<file path="src/include/fls_defs.svh">
`ifndef FLS_DEFS_SVH
`define FLS_DEFS_SVH
// register byte offsets
`define FLS_OFF_CMD      8'h00
`define FLS_OFF_STAT     8'h04
`define FLS_OFF_LOCK     8'h08
`define FLS_OFF_SEC      8'h0C
`define FLS_OFF_WAIT     8'h10
`define FLS_OFF_CAL      8'h14
`define FLS_OFF_UID0     8'h20
`define FLS_OFF_UID1     8'h24
`define FLS_OFF_UID2     8'h28
`define FLS_OFF_UID3     8'h2C
// command register fields
`define FLS_CMD_CODE_LSB 0
`define FLS_CMD_CODE_MSB 7
`define FLS_CMD_PAGE_LSB 8
`define FLS_CMD_PAGE_MSB 23
// status register fields
`define FLS_ST_READY     0
`define FLS_ST_LOCKERR   1
`define FLS_ST_CMDERR    2
// geometry
`define FLS_MAX_LOCKS    16
`define FLS_PAGES_LOG2   6
`define FLS_WAIT_W       4
// reset values
`define FLS_WAIT_RST     4'h0
// timing
`define FLS_ERASE_HOLD_MS  200
`define FLS_CLK_KHZ        100000
`define FLS_ERASE_HOLD_CYC (`FLS_ERASE_HOLD_MS * `FLS_CLK_KHZ)
`define FLS_HOLD_CNT_W     25
`endif

</file>
<file path="src/include/fls_pkg.sv">
package fls_pkg;
   // command codes written to the command register
   typedef enum logic [7:0] {
      FLS_CMD_PROG    = 8'h01,
      FLS_CMD_ERASE   = 8'h02,
      FLS_CMD_SETLOCK = 8'h03,
      FLS_CMD_CLRLOCK = 8'h04,
      FLS_CMD_SETSEC  = 8'h05,
      FLS_CMD_CLRSEC  = 8'h06
   } fls_cmd_t;
   // lock-region count selection
   typedef enum logic [1:0] {
      FLS_SIZE_LARGE  = 2'h0,
      FLS_SIZE_MIDDLE = 2'h1,
      FLS_SIZE_SMALL  = 2'h2
   } fls_size_t;
   typedef enum {FLS_IDLE, FLS_BUSY, FLS_ERASE_ALL} fls_state_t;
endpackage

</file>
<file path="src/verilog/fls_protect.sv">
// How it works
// one lock bit per region; 16, 8 or 4 regions by flash size.
// each region is 64 consecutive pages, 16 kbytes, with its own bit.
// program or erase in a locked region is aborted and flags lock error.
// set-lock and clear-lock commands set and clear one region bit.
// a valid erase-pin operation clears every lock bit.
// security bit set refuses debug and external programming accesses.
// only the set-security command sets it; clear-security is refused.
// security clears only from erase pin, after full flash erase completes.
// with security clear, debug and external accesses are granted again.
// the driver holds the erase pin high longer than 200 ms.
// erase pin low or floating means no erase; normal running continues.
// calibration bits are read-only and erase leaves them alone.
// a factory 128-bit unique identifier is readable, never writable.
// erase-pin operation leaves the unique identifier unchanged.
// flash reads get the programmed number of wait states.
// erase pin synchronised and must stay high the full hold time.
`include "fls_defs.svh"
module fls_protect
#(
   parameter int unsigned    ERASE_HOLD_CYC = `FLS_ERASE_HOLD_CYC,
   parameter fls_pkg::fls_size_t SIZE_SEL   = fls_pkg::FLS_SIZE_LARGE,
   // identifier and calibration defaults are arbitrary
   parameter logic [127:0]   UID_VALUE      = 128'h0123_4567_89AB_CDEF_FEDC_BA98_7654_3210,
   parameter logic [31:0]    CAL_VALUE      = 32'h0000_00A5
)
(
   input  wire logic          aclk,
   input  wire logic          aresetn,
   input  wire logic          ce,
   input  wire logic [7:0]    s_axi_awaddr,
   input  wire logic          s_axi_awvalid,
   output logic               s_axi_awready,
   input  wire logic [31:0]   s_axi_wdata,
   input  wire logic [3:0]    s_axi_wstrb,
   input  wire logic          s_axi_wvalid,
   output logic               s_axi_wready,
   output logic [1:0]         s_axi_bresp,
   output logic               s_axi_bvalid,
   input  wire logic          s_axi_bready,
   input  wire logic [7:0]    s_axi_araddr,
   input  wire logic          s_axi_arvalid,
   output logic               s_axi_arready,
   output logic [31:0]        s_axi_rdata,
   output logic [1:0]         s_axi_rresp,
   output logic               s_axi_rvalid,
   input  wire logic          s_axi_rready,
   input  wire logic [15:0]   nv_lock_in,
   input  wire logic          nv_sec_in,
   output logic [15:0]        lock_bits,
   output logic               security_bit,
   output logic               flash_prog_req,
   output logic               flash_erase_req,
   output logic               flash_erase_all_req,
   output logic [15:0]        flash_page,
   input  wire logic          flash_done,
   output logic               lock_error,
   input  wire logic          erase_pin,
   input  wire logic          dbg_req,
   output logic               dbg_grant,
   input  wire logic          ext_req,
   output logic               ext_grant,
   input  wire logic          rd_req,
   output logic               rd_ack
);
   import fls_pkg::*;

   // regions present for this flash size
   function automatic logic [15:0] region_mask(input fls_size_t sz);
      case (sz)
         FLS_SIZE_LARGE:  region_mask = 16'hFFFF;
         FLS_SIZE_MIDDLE: region_mask = 16'h00FF;
         FLS_SIZE_SMALL:  region_mask = 16'h000F;
         default:         region_mask = 16'hFFFF;
      endcase
   endfunction

   // region index of a page: 64 pages per region
   function automatic logic [9:0] region_of(input logic [15:0] pg);
      region_of = pg[15:`FLS_PAGES_LOG2];
   endfunction

   localparam logic [15:0] MASK = region_mask(SIZE_SEL);
   localparam logic [1:0]  RESP_OK  = 2'h0;
   localparam logic [1:0]  RESP_ERR = 2'h2;
   localparam logic [`FLS_HOLD_CNT_W-1:0] HOLD = ERASE_HOLD_CYC[`FLS_HOLD_CNT_W-1:0];

   fls_state_t                  state_r;
   logic                        load_r;
   logic [15:0]                 lock_r;
   logic                        sec_r;
   logic [`FLS_WAIT_W-1:0]      wait_r;
   logic                        lockerr_r;
   logic                        cmderr_r;
   logic                        aw_full_r;
   logic                        w_full_r;
   logic [7:0]                  awaddr_r;
   logic [31:0]                 wdata_r;
   logic [3:0]                  wstrb_r;
   logic                        bvalid_r;
   logic [1:0]                  bresp_r;
   logic                        rvalid_r;
   logic [31:0]                 rdata_r;
   logic [1:0]                  rresp_r;
   logic                        pin_s1_r;
   logic                        pin_s2_r;
   logic [`FLS_HOLD_CNT_W-1:0]  hold_r;
   logic                        armed_r;
   logic                        erase_pend_r;
   logic                        prog_r;
   logic                        erase_r;
   logic                        erall_r;
   logic [15:0]                 page_r;
   logic [`FLS_WAIT_W-1:0]      ws_cnt_r;

   logic        wr_go;
   logic        rd_go;
   logic        cmd_wr;
   logic [7:0]  cmd_code;
   logic [15:0] cmd_page;
   logic [9:0]  cmd_reg;
   logic        reg_ok;
   logic        reg_locked;
   logic        stat_rd;
   logic        set_lockerr;
   logic        set_cmderr;
   logic        hold_hit;
   logic [31:0] rd_mux;
   logic        rd_map;

   // bus handshakes; one write and one read at a time
   assign s_axi_awready = ~aw_full_r & ~bvalid_r;
   assign s_axi_wready  = ~w_full_r & ~bvalid_r;
   assign s_axi_arready = ~rvalid_r;
   assign s_axi_bvalid  = bvalid_r;
   assign s_axi_bresp   = bresp_r;
   assign s_axi_rvalid  = rvalid_r;
   assign s_axi_rdata   = rdata_r;
   assign s_axi_rresp   = rresp_r;
   assign wr_go = ce & aw_full_r & w_full_r & ~bvalid_r;
   assign rd_go = ce & s_axi_arvalid & ~rvalid_r;

   // command decode; full-word strobes needed so half a command never fires
   assign cmd_wr     = wr_go & (awaddr_r == `FLS_OFF_CMD) & (wstrb_r == 4'hF);
   assign cmd_code   = wdata_r[`FLS_CMD_CODE_MSB:`FLS_CMD_CODE_LSB];
   assign cmd_page   = wdata_r[`FLS_CMD_PAGE_MSB:`FLS_CMD_PAGE_LSB];
   assign cmd_reg    = region_of(cmd_page);
   assign reg_ok     = (cmd_reg < 10'(`FLS_MAX_LOCKS)) && MASK[cmd_reg[3:0]];
   assign reg_locked = reg_ok & lock_r[cmd_reg[3:0]];
   assign stat_rd    = rd_go & (s_axi_araddr == `FLS_OFF_STAT);

   // locked program or erase aborts with no array request
   assign set_lockerr = cmd_wr & (state_r == FLS_IDLE) & reg_locked
                        & ((cmd_code == FLS_CMD_PROG) | (cmd_code == FLS_CMD_ERASE));
   // busy, out of range, unknown or clear-security is refused
   assign set_cmderr = cmd_wr & ~set_lockerr & ((state_r != FLS_IDLE) | ~reg_ok
                       | (cmd_code == FLS_CMD_CLRSEC)
                       | (cmd_code == 8'h00) | (cmd_code > FLS_CMD_CLRSEC));

   // bus write address and data latches, taken in either order
   always_ff @(posedge aclk)
   begin
      if (!aresetn)
      begin
         aw_full_r <= 1'b0;
         w_full_r  <= 1'b0;
         awaddr_r  <= 8'h00;
         wdata_r   <= 32'h0000_0000;
         wstrb_r   <= 4'h0;
      end
      else if (ce)
      begin
         if (s_axi_awvalid & s_axi_awready)
         begin
            aw_full_r <= 1'b1;
            awaddr_r  <= s_axi_awaddr;
         end
         else if (wr_go)
            aw_full_r <= 1'b0;
         if (s_axi_wvalid & s_axi_wready)
         begin
            w_full_r <= 1'b1;
            wdata_r  <= s_axi_wdata;
            wstrb_r  <= s_axi_wstrb;
         end
         else if (wr_go)
            w_full_r <= 1'b0;
      end
   end

   // write response; only cmd and wait are writable
   always_ff @(posedge aclk)
   begin
      if (!aresetn)
      begin
         bvalid_r <= 1'b0;
         bresp_r  <= RESP_OK;
      end
      else if (ce)
      begin
         if (wr_go)
         begin
            bvalid_r <= 1'b1;
            bresp_r  <= ((awaddr_r == `FLS_OFF_CMD) | (awaddr_r == `FLS_OFF_WAIT))
                        ? RESP_OK : RESP_ERR;
         end
         else if (s_axi_bready)
            bvalid_r <= 1'b0;
      end
   end

   // read mux; calibration and identifier are constants, nothing writes them
   always_comb
   begin
      rd_mux = 32'h0000_0000;
      rd_map = 1'b1;
      case (s_axi_araddr)
         `FLS_OFF_CMD:  rd_mux = {16'h0000, page_r};
         `FLS_OFF_STAT: rd_mux = {29'h0, cmderr_r, lockerr_r, state_r == FLS_IDLE};
         `FLS_OFF_LOCK: rd_mux = {16'h0000, lock_r};
         `FLS_OFF_SEC:  rd_mux = {31'h0, sec_r};
         `FLS_OFF_WAIT: rd_mux = {28'h0, wait_r};
         `FLS_OFF_CAL:  rd_mux = CAL_VALUE;
         `FLS_OFF_UID0: rd_mux = UID_VALUE[31:0];
         `FLS_OFF_UID1: rd_mux = UID_VALUE[63:32];
         `FLS_OFF_UID2: rd_mux = UID_VALUE[95:64];
         `FLS_OFF_UID3: rd_mux = UID_VALUE[127:96];
         default:       rd_map = 1'b0;
      endcase
   end

   // read data channel
   always_ff @(posedge aclk)
   begin
      if (!aresetn)
      begin
         rvalid_r <= 1'b0;
         rdata_r  <= 32'h0000_0000;
         rresp_r  <= RESP_OK;
      end
      else if (ce)
      begin
         if (rd_go)
         begin
            rvalid_r <= 1'b1;
            rdata_r  <= rd_mux;
            rresp_r  <= rd_map ? RESP_OK : RESP_ERR;
         end
         else if (s_axi_rready)
            rvalid_r <= 1'b0;
      end
   end

   // wait-state setting, low byte lane only
   always_ff @(posedge aclk)
   begin
      if (!aresetn)
         wait_r <= `FLS_WAIT_RST;
      else if (ce && wr_go && awaddr_r == `FLS_OFF_WAIT && wstrb_r[0])
         wait_r <= wdata_r[`FLS_WAIT_W-1:0];
   end

   // sticky errors; read of status clears, a new event wins over the clear
   always_ff @(posedge aclk)
   begin
      if (!aresetn)
      begin
         lockerr_r <= 1'b0;
         cmderr_r  <= 1'b0;
      end
      else if (ce)
      begin
         lockerr_r <= set_lockerr | (lockerr_r & ~stat_rd);
         cmderr_r  <= set_cmderr | (cmderr_r & ~stat_rd);
      end
   end
   assign lock_error = lockerr_r;

   // erase pin: two-stage synchroniser, then hold counter
   always_ff @(posedge aclk)
   begin
      if (!aresetn)
      begin
         pin_s1_r <= 1'b0;
         pin_s2_r <= 1'b0;
      end
      else if (ce)
      begin
         pin_s1_r <= erase_pin;
         pin_s2_r <= pin_s1_r;
      end
   end

   // fires once per assertion, only after more than the hold time high
   assign hold_hit = pin_s2_r & armed_r & (hold_r == HOLD);
   always_ff @(posedge aclk)
   begin
      if (!aresetn)
      begin
         hold_r  <= '0;
         armed_r <= 1'b1;
      end
      else if (ce)
      begin
         if (!pin_s2_r)
         begin
            hold_r  <= '0;
            armed_r <= 1'b1;
         end
         else if (hold_hit)
            armed_r <= 1'b0;
         else if (armed_r)
            hold_r <= hold_r + 1'b1;
      end
   end

   // command and full-erase sequencer
   always_ff @(posedge aclk)
   begin
      if (!aresetn)
      begin
         state_r      <= FLS_IDLE;
         erase_pend_r <= 1'b0;
         prog_r       <= 1'b0;
         erase_r      <= 1'b0;
         erall_r      <= 1'b0;
         page_r       <= 16'h0000;
      end
      else if (ce)
      begin
         prog_r  <= 1'b0;
         erase_r <= 1'b0;
         erall_r <= 1'b0;
         if (hold_hit)
            erase_pend_r <= 1'b1;
         case (state_r)
            FLS_IDLE:
            begin
               // pin erase has priority over a command in the same cycle
               if (erase_pend_r)
               begin
                  erase_pend_r <= 1'b0;
                  erall_r      <= 1'b1;
                  state_r      <= FLS_ERASE_ALL;
               end
               else if (cmd_wr && !set_lockerr && !set_cmderr &&
                        (cmd_code == FLS_CMD_PROG || cmd_code == FLS_CMD_ERASE))
               begin
                  page_r  <= cmd_page;
                  prog_r  <= cmd_code == FLS_CMD_PROG;
                  erase_r <= cmd_code == FLS_CMD_ERASE;
                  state_r <= FLS_BUSY;
               end
            end
            FLS_BUSY:
               if (flash_done)
                  state_r <= FLS_IDLE;
            FLS_ERASE_ALL:
               if (flash_done)
                  state_r <= FLS_IDLE;
            default:
               state_r <= FLS_IDLE;
         endcase
      end
   end
   assign flash_prog_req      = prog_r;
   assign flash_erase_req     = erase_r;
   assign flash_erase_all_req = erall_r;
   assign flash_page          = page_r;

   // nonvolatile lock and security bits, loaded once after reset release
   always_ff @(posedge aclk)
   begin
      if (!aresetn)
      begin
         load_r <= 1'b1;
         lock_r <= 16'h0000;
         sec_r  <= 1'b1;   // refuse debug until the stored value is known
      end
      else if (ce)
      begin
         load_r <= 1'b0;
         if (load_r)
         begin
            lock_r <= nv_lock_in & MASK;
            sec_r  <= nv_sec_in;
         end
         else if (state_r == FLS_ERASE_ALL && flash_done)
         begin
            lock_r <= 16'h0000;
            sec_r  <= 1'b0;
         end
         else if (cmd_wr && state_r == FLS_IDLE && !erase_pend_r && !set_cmderr)
         begin
            if (cmd_code == FLS_CMD_SETLOCK)
               lock_r[cmd_reg[3:0]] <= 1'b1;
            else if (cmd_code == FLS_CMD_CLRLOCK)
               lock_r[cmd_reg[3:0]] <= 1'b0;
            else if (cmd_code == FLS_CMD_SETSEC)
               sec_r <= 1'b1;
         end
      end
   end
   assign lock_bits    = lock_r;
   assign security_bit = sec_r;

   // outside access paths gated by the security bit
   assign dbg_grant = dbg_req & ~sec_r;
   assign ext_grant = ext_req & ~sec_r;

   // flash read wait states; ack after wait_r extra cycles
   always_ff @(posedge aclk)
   begin
      if (!aresetn)
         ws_cnt_r <= '0;
      else if (ce)
      begin
         if (!rd_req || rd_ack)
            ws_cnt_r <= '0;
         else
            ws_cnt_r <= ws_cnt_r + 1'b1;
      end
   end
   assign rd_ack = ce & rd_req & (ws_cnt_r == wait_r);
endmodule

</file>
<file path="config.mk">
export PLATFORM = sky130hd
export DESIGN_NAME = fls_protect
export DESIGN_NICKNAME = d
export VERILOG_FILES = /design/src/include/fls_pkg.sv /design/src/verilog/fls_protect.sv
export VERILOG_INCLUDE_DIRS = /design/src /design/src/include
export SDC_FILE = /design/constraint.sdc
export NUM_CORES = 1
export LEC_CHECK = 0
export ABC_AREA = 1
export BUFFER_PORTS_ARGS = -buffer_cell sky130_fd_sc_hd__buf_4
export CORE_MARGIN = 5
export CORE_UTILIZATION = 55
export DETAILED_ROUTE_END_ITERATION = 6
export GPL_TIMING_DRIVEN = 0
export PLACE_DENSITY_LB_ADDON = 0.3
export RECOVER_POWER = 100
export SLEW_MARGIN = 30
export SYNTH_ARGS = -nofsm -noshare
export SYNTH_HDL_FRONTEND = slang
export SYNTH_SLANG_ARGS = --single-unit
</file>
<file path="constraint.sdc">
create_clock -name aclk -period 3.71 [get_ports aclk]
set_input_delay 0.9275 -clock aclk [delete_from_list [all_inputs] [get_ports aclk]]
set_output_delay 0.9275 -clock aclk [all_outputs]
set_load 0.01 [all_outputs]
</file>
==> results.toml, run 1 <==
[clock_network]
numCtsBuffers = 17
cts_root_buffer = "clkbuf_16"
insertion_delay_ns = 0.42
cts_num_sinks = 139
cts_resized = 0
htreeDepth = 4
hold_buffers = 0
cts_tree = "built"
postCtsSetupBuffers = 0
clockBufferDepth = 2
clk_pin_slew_ns = 0.06

[cells_and_area]
final_cell_mix = "198 x nand2_1, 193 x nor2_1, 139 x dfxtp_1"
fin_area_um2 = 8730
final_nets = 1319
area_growth_pct = 21.7
layout.cells.most_common = "nand2_1"
layout-drive-gt1-share = 0.134
diodes = 0

[timing]
fin_ws_ns = 0.398
period_needed_ns = 3.31
timing.fmax_mhz = 302
rsz0062_at_grt = "false"
maxSlewViolCount = 0
fin_crit_sh = 0.893
final.setup_skew_ns = 0.00550
setup-violations-final = 0
fin_tns_setup_ns = 0
final_hold_viol_count = 0
max_slew_margin = 0.287
tightest_slew_ns = 1.06

[setup_path]
worst_setup_path_start_kind = "input pin"
cp-end-kind = "primary output"
path_max_fanout = 10
path_class = "input pin to primary output"
crit_arrival_ns = 2.38
worstSetupStartpoint = "ce"
timing.rr.start = "wdata_r[14]$_SDFFE_PN0P_"
cp.required_ns = 2.78

[grt]
grt_max_degree = 17
antenna_found_initial = 0
grt-ovfl-total = 0
track_usage = 0.287
grt_pass1_vias = 7193
grt_pass1_wl_um = 34500

[synthesis]
synth_cell_type_count = 47
ys_ff_latch = 139
avgSynthCellArea_um2 = 6.77
yosysWarnings = 0
syn-cell-area_um2 = 7170
synth_cells = 1060
synth-seq-area-share = 0.388

[min_path]
hold_class = "register to register"
hold_path_startpoint = "wdata_r[6]$_SDFFE_PN0P_"

[placement]
dpl_cell_area_um2 = 8530
gp_congestion = 0.953
place_hpwl_um = 16300
pre_cts_slack_ns = 0.634
io_buffers = 152

[power]
clockPowerShare = 0.443
p_leak_nw = 3.66
p_sw_mw = 0.975
power_density_nw_per_um2 = 420
p_int_mw = 2.69
combPwrFrac = 0.120
p_sw_frac = 0.266
irDropWorstVdd_mv = 0.353
seq_power_share = 0.436

[run_status]
status = "finished clean"

[detailed_routing]
via_per_inst = 5.47
wire_per_inst_um = 15.5
drt-total-wl_um = 21900
routed-wl-met2_um = 10200
num_vias = 7753
drc_errors = 0
firstDrtPassIters = 6
ant_nets = 0
dr.max_layer_used = "met4"
drt-initial-drc-count = 799
drt-met1-wl_um = 9170
met3_length_um = 1960

[floorplanning]
die_x_um = 124
dieArea_um2 = 15400
num_rows = 41
dieHeight_um = 124
coreArea_um2 = 12700
start_util = 0.564
pin_count = 163

[flow_run]
cap_violations = 0
## critical path: stages
cell,delay [ns]
buf_4,0.11
clkbuf_1,0.43
clkbuf_1,0.45
nand2_1,0.09
nor2_1,0.19
clkbuf_1,0.18
## cell usage after synthesis (all sizes together)
library cell	number	area share
conb	1	0.00052
buf	33	0.032
xor2	6	0.0073
a211oi	6	0.0080
a31oi	6	0.0052
o21ai	89	0.064
nor3b	4	0.0042
a32oi	1	0.0012
nand2	202	0.11
nand3	54	0.047
inv	110	0.058
a21oi	105	0.073
nor3	23	0.018
a221o	5	0.0070
nor4	4	0.0056
ha	5	0.0087
o31ai	2	0.0021
and3	1	0.00087
dfxtp	139	0.39
a22o	3	0.0037
o2bb2ai	2	0.0024
o211ai	2	0.0021
or2	1	0.00087
o21a	4	0.0042
o2111ai	2	0.0024
a21o	1	0.0010
a22oi	6	0.0063
nor2	194	0.10
nand3b	1	0.0010
nand4	22	0.020
clkinv	2	0.0010
clkbuf	24	0.013
## power by group through the flow
stage	combinational (mW)	clock (mW)	sequential (mW)
2_1_floorplan	0.275	0	1.62
3_3_place_gp	0.450	0	1.63
3_5_place_dp	0.459	0	1.63
4_1_cts	0.464	1.64	1.60
5_1_grt	0.495	1.72	1.60
6_report	0.442	1.63	1.60
## logic make-up (layout without fill, tap and decap cells)
| group | count (synthesis) | after routing | share of synthesized area |
|---|---|---|---|
| buffers and inverters | 169 | 353 | 0.103 |
| AO/OA/AOI/OAI | 234 | 234 | 0.183 |
| AND/OR/NAND/NOR | 506 | 506 | 0.309 |
| other | 1 | 2 | 0.000523 |
| XOR/XNOR | 6 | 6 | 0.00733 |
| adder cells (fa/ha/maj) | 5 | 5 | 0.00872 |
| flip-flops | 139 | 139 | 0.388 |
## final timing paths
| kind | end | slack, ns | depth (start not counted) |
|---|---|---|---|
| hold / removal | wdata_r[6]$_SDFFE_PN0P_ | 0.44 | 2 |
| setup / recovery | rd_ack | 0.40 | 6 |
| hold reg to reg | wdata_r[6]$_SDFFE_PN0P_ | 0.44 | 2 |
| setup reg to reg | lock_bits[1]$_SDFFE_PN0P_ | 0.84 | 14 |
## through the flow
stage | instances | utilization | hold slack, ns | power (mW)
after global placement | 1385 | 0.671 | 0.429 | 2.08
after detailed placement | 1385 | 0.671 | 0.435 | 2.09
final | 1417 | 0.686 | 0.443 | 3.67
after CTS | 1417 | 0.715 | 0.444 | 3.70
after floorplan | 1061 | - | 0.423 | 1.89
after global routing | 1417 | 0.686 | 0.469 | 3.82
## per-layer routing
layer | GRT usage | up-vias
met5 | 0 | -
met2 | 0.465 | 366
li1 | - | 3820
met3 | 0.0804 | 63
met4 | 0.110 | 0
met1 | 0.363 | 3504
## layout make-up
cell class                      count  area (µm²)
Clock buffer                       20         437
Timing Repair Buffer              152         890
Clock inverter                     12         125
Buffer                             57         292
Tap cell                          172         215
Inverter                          112         420
Multi-Input combinational cell    753        3570
Sequential cell                   139        2780
Fill cell                        1190        3990
## sequential cells by signal, indices dropped and copies added (netlist names), 2 cells and up
| name | flops |
|---|---|
| wstrb_r | 4 |
| awaddr_r | 8 |
| s_axi_rdata | 19 |
| hold_r | 25 |
| ws_cnt_r | 4 |
| state_r | 2 |
| wdata_r | 24 |
| lock_bits | 16 |
| wait_r | 4 |
| flash_page | 16 |
No activity file was read; power rests on OpenSTA's default activity.
==> run 2, diff against run 1 <==
==> constraint.sdc (replaced) <==
create_clock -name aclk -period 3.15 [get_ports aclk]
set_input_delay 0.7875 -clock aclk [delete_from_list [all_inputs] [get_ports aclk]]
set_output_delay 0.7875 -clock aclk [all_outputs]
set_load 0.01 [all_outputs]
==> run 2 against run 1 <==
Effect of this change:
- highest routed layer unchanged
- non-clock buffer count did not move
- clock power rose by 17%
- critical path type unchanged
- sequential power rose by 18%
- die area did not move
- routed wire length barely moved
- clock skew rose by 0.00092 ns
- worst setup slack got worse by 0.065 ns
- critical endpoint unchanged
- via count fell by 0.21%
- critical path depth did not move
- count of clock-buffer cells in the layout did not move
- power rose by 18%
- largest cell class unchanged
==> results.toml, run 2 (synthesized netlist as in run 1, its figures left out) <==
[detailed_routing]
drt-initial-drc-count = 790
ant_nets = 0
via_per_inst = 5.46
drc_errors = 0
num_vias = 7737
firstDrtPassIters = 5
wire_per_inst_um = 15.5
drt-total-wl_um = 21900

[setup_path]
path_buf_inv = 4
cpPeakStageDelay_ns = 0.43
crit_arrival_ns = 2.03
cp.required_ns = 2.36
path_delay_family = "buffers and inverters"
cp-end-kind = "primary output"
cpMaxStageDelayCell = "clkbuf_1"
path_class = "input pin to primary output"
worst_setup_path_start_kind = "input pin"
crit_top_cell = "clkbuf_1"
crit_path_cell_trace = "buf_4, buf_2, clkbuf_1, nand2_1, nor2_1, clkbuf_1"
path_max_fanout = 10

[cells_and_area]
top_register = "hold_r"
postLayoutCoreUtil = 0.686
final_nets = 1319
final_cell_mix = "198 x nand2_1, 193 x nor2_1, 139 x dfxtp_1"
area_growth_pct = 21.7
layout-drive-gt1-share = 0.133
diodes = 0
largest_reg_flops = 25
final_cells = 1417
fin_area_um2 = 8730
layout.cells.most_common = "nand2_1"

[timing]
tightest_slew_ns = 1.06
maxSlewViolCount = 0
max_slew_margin = 0.286
final_hold_viol_count = 0
period_needed_ns = 2.82
setup-violations-final = 0
final.setup_skew_ns = 0.00642
fin_crit_sh = 0.894
timing.fmax_mhz = 355
rsz0062_at_grt = "false"
fin_tns_setup_ns = 0

[floorplanning]
dieHeight_um = 124
pin_count = 163
coreArea_um2 = 12700
die_x_um = 124
dieArea_um2 = 15400
start_util = 0.564
num_rows = 41

[clock_network]
cts_tree = "built"
numCtsBuffers = 17
cts_root_buffer = "clkbuf_16"
clockBufferDepth = 2
postCtsSetupBuffers = 0
clk_pin_slew_ns = 0.06
cts_resized = 0
hold_buffers = 0
cts_num_sinks = 139
htreeDepth = 4
insertion_delay_ns = 0.42

[grt]
grt.busiest_layer = "met2"
grt-ovfl-total = 0
grt_max_degree = 17
grt_pass1_wl_um = 34500
grt_use_met3 = 0.0804
met1_usage = 0.363
use_met2 = 0.465
grt_pass1_vias = 7193
antenna_found_initial = 0
track_usage = 0.287

[placement]
placed_cells = 1385
dpl_cell_area_um2 = 8530
io_buffers = 152
gp_congestion = 0.953
place_hpwl_um = 16300

[power]
clockPowerShare = 0.443
combPwrFrac = 0.120
seq_power_share = 0.436
p_leak_nw = 3.65
irDropWorstVdd_mv = 0.417
p_int_mw = 3.17
p_sw_mw = 1.15
p_sw_frac = 0.265
power_density_nw_per_um2 = 495

[min_path]
hold_class = "register to register"

[flow_run]
cap_violations = 0

[run_status]
status = "finished clean"
==> run 2: worst paths after layout <==
check / start / endpoint / slack (ns) / cells after the start
setup reg to reg: s_axi_bvalid$_SDFFE_PN0P_ / lock_bits[12]$_SDFFE_PN0P_ / 0.52 / 13
hold reg to reg: wdata_r[7]$_SDFFE_PN0P_ / wdata_r[7]$_SDFFE_PN0P_ / 0.44 / 2
setup / recovery: ce / rd_ack / 0.33 / 6
hold / removal: wdata_r[7]$_SDFFE_PN0P_ / wdata_r[7]$_SDFFE_PN0P_ / 0.44 / 2
==> run 2: stage by stage <==
stage	setup slack (ns)	hold WS, ns	power, mW
floorplan	0.880	0.423	2.23
global placement	0.347	0.429	2.45
detailed placement	0.354	0.435	2.46
CTS	0.344	0.444	4.36
global route	0.166	0.469	4.50
finish	0.333	0.444	4.32
==> run 2: layer usage <==
metal | vias up | wire, µm | part of all wire
met5 | - | 0 | 0
met4 | 0 | 541 | 0.025
met3 | 54 | 1910 | 0.087
met2 | 363 | 10200 | 0.47
met1 | 3499 | 9250 | 0.42
li1 | 3821 | - | -
==> run 2: power groups by stage <==
stage               Sequential [mW]  Clock, mW  Combinational [mW]
finish                         1.89       1.91               0.520
CTS                            1.88       1.93               0.546
floorplan                      1.91          0               0.324
global placement               1.92          0               0.530
detailed placement             1.92          0               0.540
global route                   1.89       2.03               0.583
==> run 2: worst min-delay path, stage by stage, from the launching register on <==
cell and delay [ns]:
dfxtp_1 0.30, inv_2 0.05, a21oi_1 0.05
==> run 2: area by class of cell <==
type / instances / area, µm²
Inverter: 112 / 420
Tap cell: 172 / 215
Fill cell: 1190 / 3990
Clock buffer: 20 / 437
Multi-Input combinational cell: 753 / 3570
Sequential cell: 139 / 2780
Clock inverter: 12 / 125
Timing Repair Buffer: 152 / 890
Buffer: 57 / 292
==> run 3, diff against run 2 <==
--- a/config.mk
+++ b/config.mk
@@ -6,10 +6,9 @@
 export SDC_FILE = /design/constraint.sdc
 export NUM_CORES = 1
 export LEC_CHECK = 0
-export ABC_AREA = 1
 export BUFFER_PORTS_ARGS = -buffer_cell sky130_fd_sc_hd__buf_4
 export CORE_MARGIN = 5
-export CORE_UTILIZATION = 55
+export CORE_UTILIZATION = 54
 export DETAILED_ROUTE_END_ITERATION = 6
 export GPL_TIMING_DRIVEN = 0
 export PLACE_DENSITY_LB_ADDON = 0.3
==> run 3 against run 2 <==
Effect of this change:
- combinational power fell by 11%
- fmax shrank 5.1%
- power increased by 0.14%
- cell area fell by 2.7%
==> results.toml, run 3 <==
[run_status]
status = "finished clean"

[grt]
grt_pass1_wl_um = 32300
antenna_found_initial = 0
grt_pass1_vias = 6417
grt_max_degree = 17
grt-ovfl-total = 0
track_usage = 0.275

[synthesis]
synthSimpleGateAreaFrac = 0.240
synth_cell_type_count = 66
synth_area_leader_cell = "dfxtp_1"
syn-cell-area_um2 = 6810
ys_top_cells_by_area = "dfxtp_1 41%, nand2_1 6.5%, a21oi_1 5.7%"
synth_compound_area_frac = 0.199
synthFlopType = "dfxtp_1"
synth-seq-area-share = 0.409
synth_mux_area_frac = 0.0403
synth_top_area_frac = 0.409
ys_ff_latch = 139
synth_edf_count = 0
ys_async_sr_fraction = 0
yosysMostFrequentCell = "dfxtp_1"
synthTopCellsByCount = "139 x dfxtp_1, 117 x nand2_1, 77 x a21oi_1"
synth_xor_area_frac = 0.0412
synth_cells = 815
avgSynthCellArea_um2 = 8.35
yosysWarnings = 0
synth_top_family_by_area = "simple AND/OR/NAND/NOR gates"
yosys.area_share.adder = 0.00919

[clock_network]
clk_pin_slew_ns = 0.06
numCtsBuffers = 17
hold_buffers = 0
postCtsSetupBuffers = 0
cts_root_buffer = "clkbuf_16"
insertion_delay_ns = 0.42
clockBufferDepth = 2
cts_tree = "built"
cts_num_sinks = 139
htreeDepth = 4

[power]
p_sw_mw = 1.07
combPwrFrac = 0.107
clockPowerShare = 0.462
power_density_nw_per_um2 = 509
p_int_mw = 3.26
irDropWorstVdd_mv = 0.367
p_sw_frac = 0.248
p_leak_nw = 3.10
seq_power_share = 0.431

[floorplanning]
die_x_um = 122
start_util = 0.546
pin_count = 163
dieArea_um2 = 14900
dieHeight_um = 122
coreArea_um2 = 12500
num_rows = 41

[detailed_routing]
drt-met1-wl_um = 8570
via_per_inst = 5.80
drc_errors = 0
wire_per_inst_um = 17.5
ant_nets = 0
drt-total-wl_um = 20400
dr.max_layer_used = "met4"
routed-wl-met2_um = 9460
met3_length_um = 1960
firstDrtPassIters = 5
num_vias = 6792
drt-initial-drc-count = 600

[cells_and_area]
layout-drive-gt1-share = 0.149
layout.cells.most_common = "dfxtp_1"
fin_area_um2 = 8500
postLayoutCoreUtil = 0.682
largest_reg_flops = 25
final_nets = 1073
top_register = "hold_r"
diodes = 0
area_growth_pct = 24.9
final_cell_mix = "139 x dfxtp_1, 119 x clkbuf_1, 117 x nand2_1"
nFillCells = 1109

[setup_path]
r2r_slack_ns = 0.18
path_max_fanout = 10
cp-end-kind = "register"
path_buf_inv = 1
path_delay_family = "multiplexers"
path_class = "register to register"
worst_setup_path_start_kind = "register"
crit_path_cell_trace = "clkbuf_1, mux4_2, mux2_1, mux2i_1, nand4_1, and3_1"
cpMaxStageDelayCell = "mux4_2"
cp.required_ns = 3.46
cpPeakStageDelay_ns = 0.59
crit_arrival_ns = 3.28

[flow_run]
cap_violations = 0

[timing]
fin_crit_sh = 0.943
max_slew_margin = 0.306
maxSlewViolCount = 0
final.setup_skew_ns = 0.00894
setup-violations-final = 0
fin_ws_ns = 0.181
period_needed_ns = 2.97
timing.fmax_mhz = 337
rsz0062_at_grt = "false"
fin_tns_setup_ns = 0
final_hold_viol_count = 0
tightest_slew_ns = 1.03

[placement]
gp_congestion = 0.960
io_buffers = 151
place_hpwl_um = 15600
pre_cts_slack_ns = -0.159
dpl_cell_area_um2 = 8160

[min_path]
hold_class = "register to register"
-- run 3: repair_timing --
item | in CTS | in global routing
gates resized for setup | 1 | 2
setup endpoints to repair | 1 | 1
pin swaps | 0 | 0
endpoints found under the hold margin | 0 | 0
-- run 3: per-stage QoR --
| step | std cells | total power [mW] | hold slack [ns] |
|---|---|---|---|
| 3_5_place_dp | 1139 | 2.38 | 0.447 |
| 2_1_floorplan | 816 | 2.16 | 0.432 |
| 5_1_grt | 1171 | 4.46 | 0.477 |
| 3_3_place_gp | 1139 | 2.37 | 0.443 |
| 6_report | 1171 | 4.33 | 0.454 |
| 4_1_cts | 1171 | 4.35 | 0.455 |
-- run 3: area by class of cell --
class	instances	area, µm²	area share
well taps	172	215	0.0253
inverters	17	63.8	0.00751
flip-flops and latches	139	2780	0.327
plain buffers	72	348	0.0409
multi-input cells	588	3620	0.425
clock inverters	11	145	0.0171
repair buffers	151	878	0.103
clock buffers	21	450	0.0530
-- run 3: worst reg2reg max path: cells and delay by family (launching register included) --
family / cells / cell delay, ns
buf+inv: 1 / 0.45
mux: 3 / 1.33
simple gates: 2 / 0.78
flops: 1 / 0.30
-- run 3: cells by family after synthesis --
family                     Yosys count
adders and majority gates            5
muxes                               22
and+or+nand+nor                    327
buffers and inverters               89
DFF                                139
AOI/OAI and AO/OA                  200
other                                1
xor gates and xnor gates            32
-- run 3: power by group through the flow --
| stage | clock network (mW) | registers (mW) | logic, mW |
|---|---|---|---|
| after floorplan | 0 | 1.89 | 0.274 |
| after global placement | 0 | 1.90 | 0.472 |
| after detailed placement | 0 | 1.90 | 0.478 |
| after CTS | 2.01 | 1.86 | 0.480 |
| after global routing | 2.09 | 1.87 | 0.509 |
| final | 2.00 | 1.86 | 0.464 |
-- run 3: final timing paths --
path | from | to | depth (start not counted)
max | wdata_r[16]$_SDFFE_PN0P_ | flash_page[12]$_SDFFE_PN0P_ | 6
min | s_axi_rdata[5]$_SDFFE_PN0P_ | s_axi_rdata[5]$_SDFFE_PN0P_ | 2
max reg2reg | wdata_r[16]$_SDFFE_PN0P_ | flash_page[12]$_SDFFE_PN0P_ | 6
min reg2reg | s_axi_rdata[5]$_SDFFE_PN0P_ | s_axi_rdata[5]$_SDFFE_PN0P_ | 2
-- run 3: routing by layer --
| metal | track usage | vias to the layer above |
|---|---|---|
| met5 | 0 | - |
| met4 | 0.108 | 0 |
| met3 | 0.0700 | 40 |
| met2 | 0.439 | 314 |
| met1 | 0.357 | 3152 |
| li1 | - | 3286 |
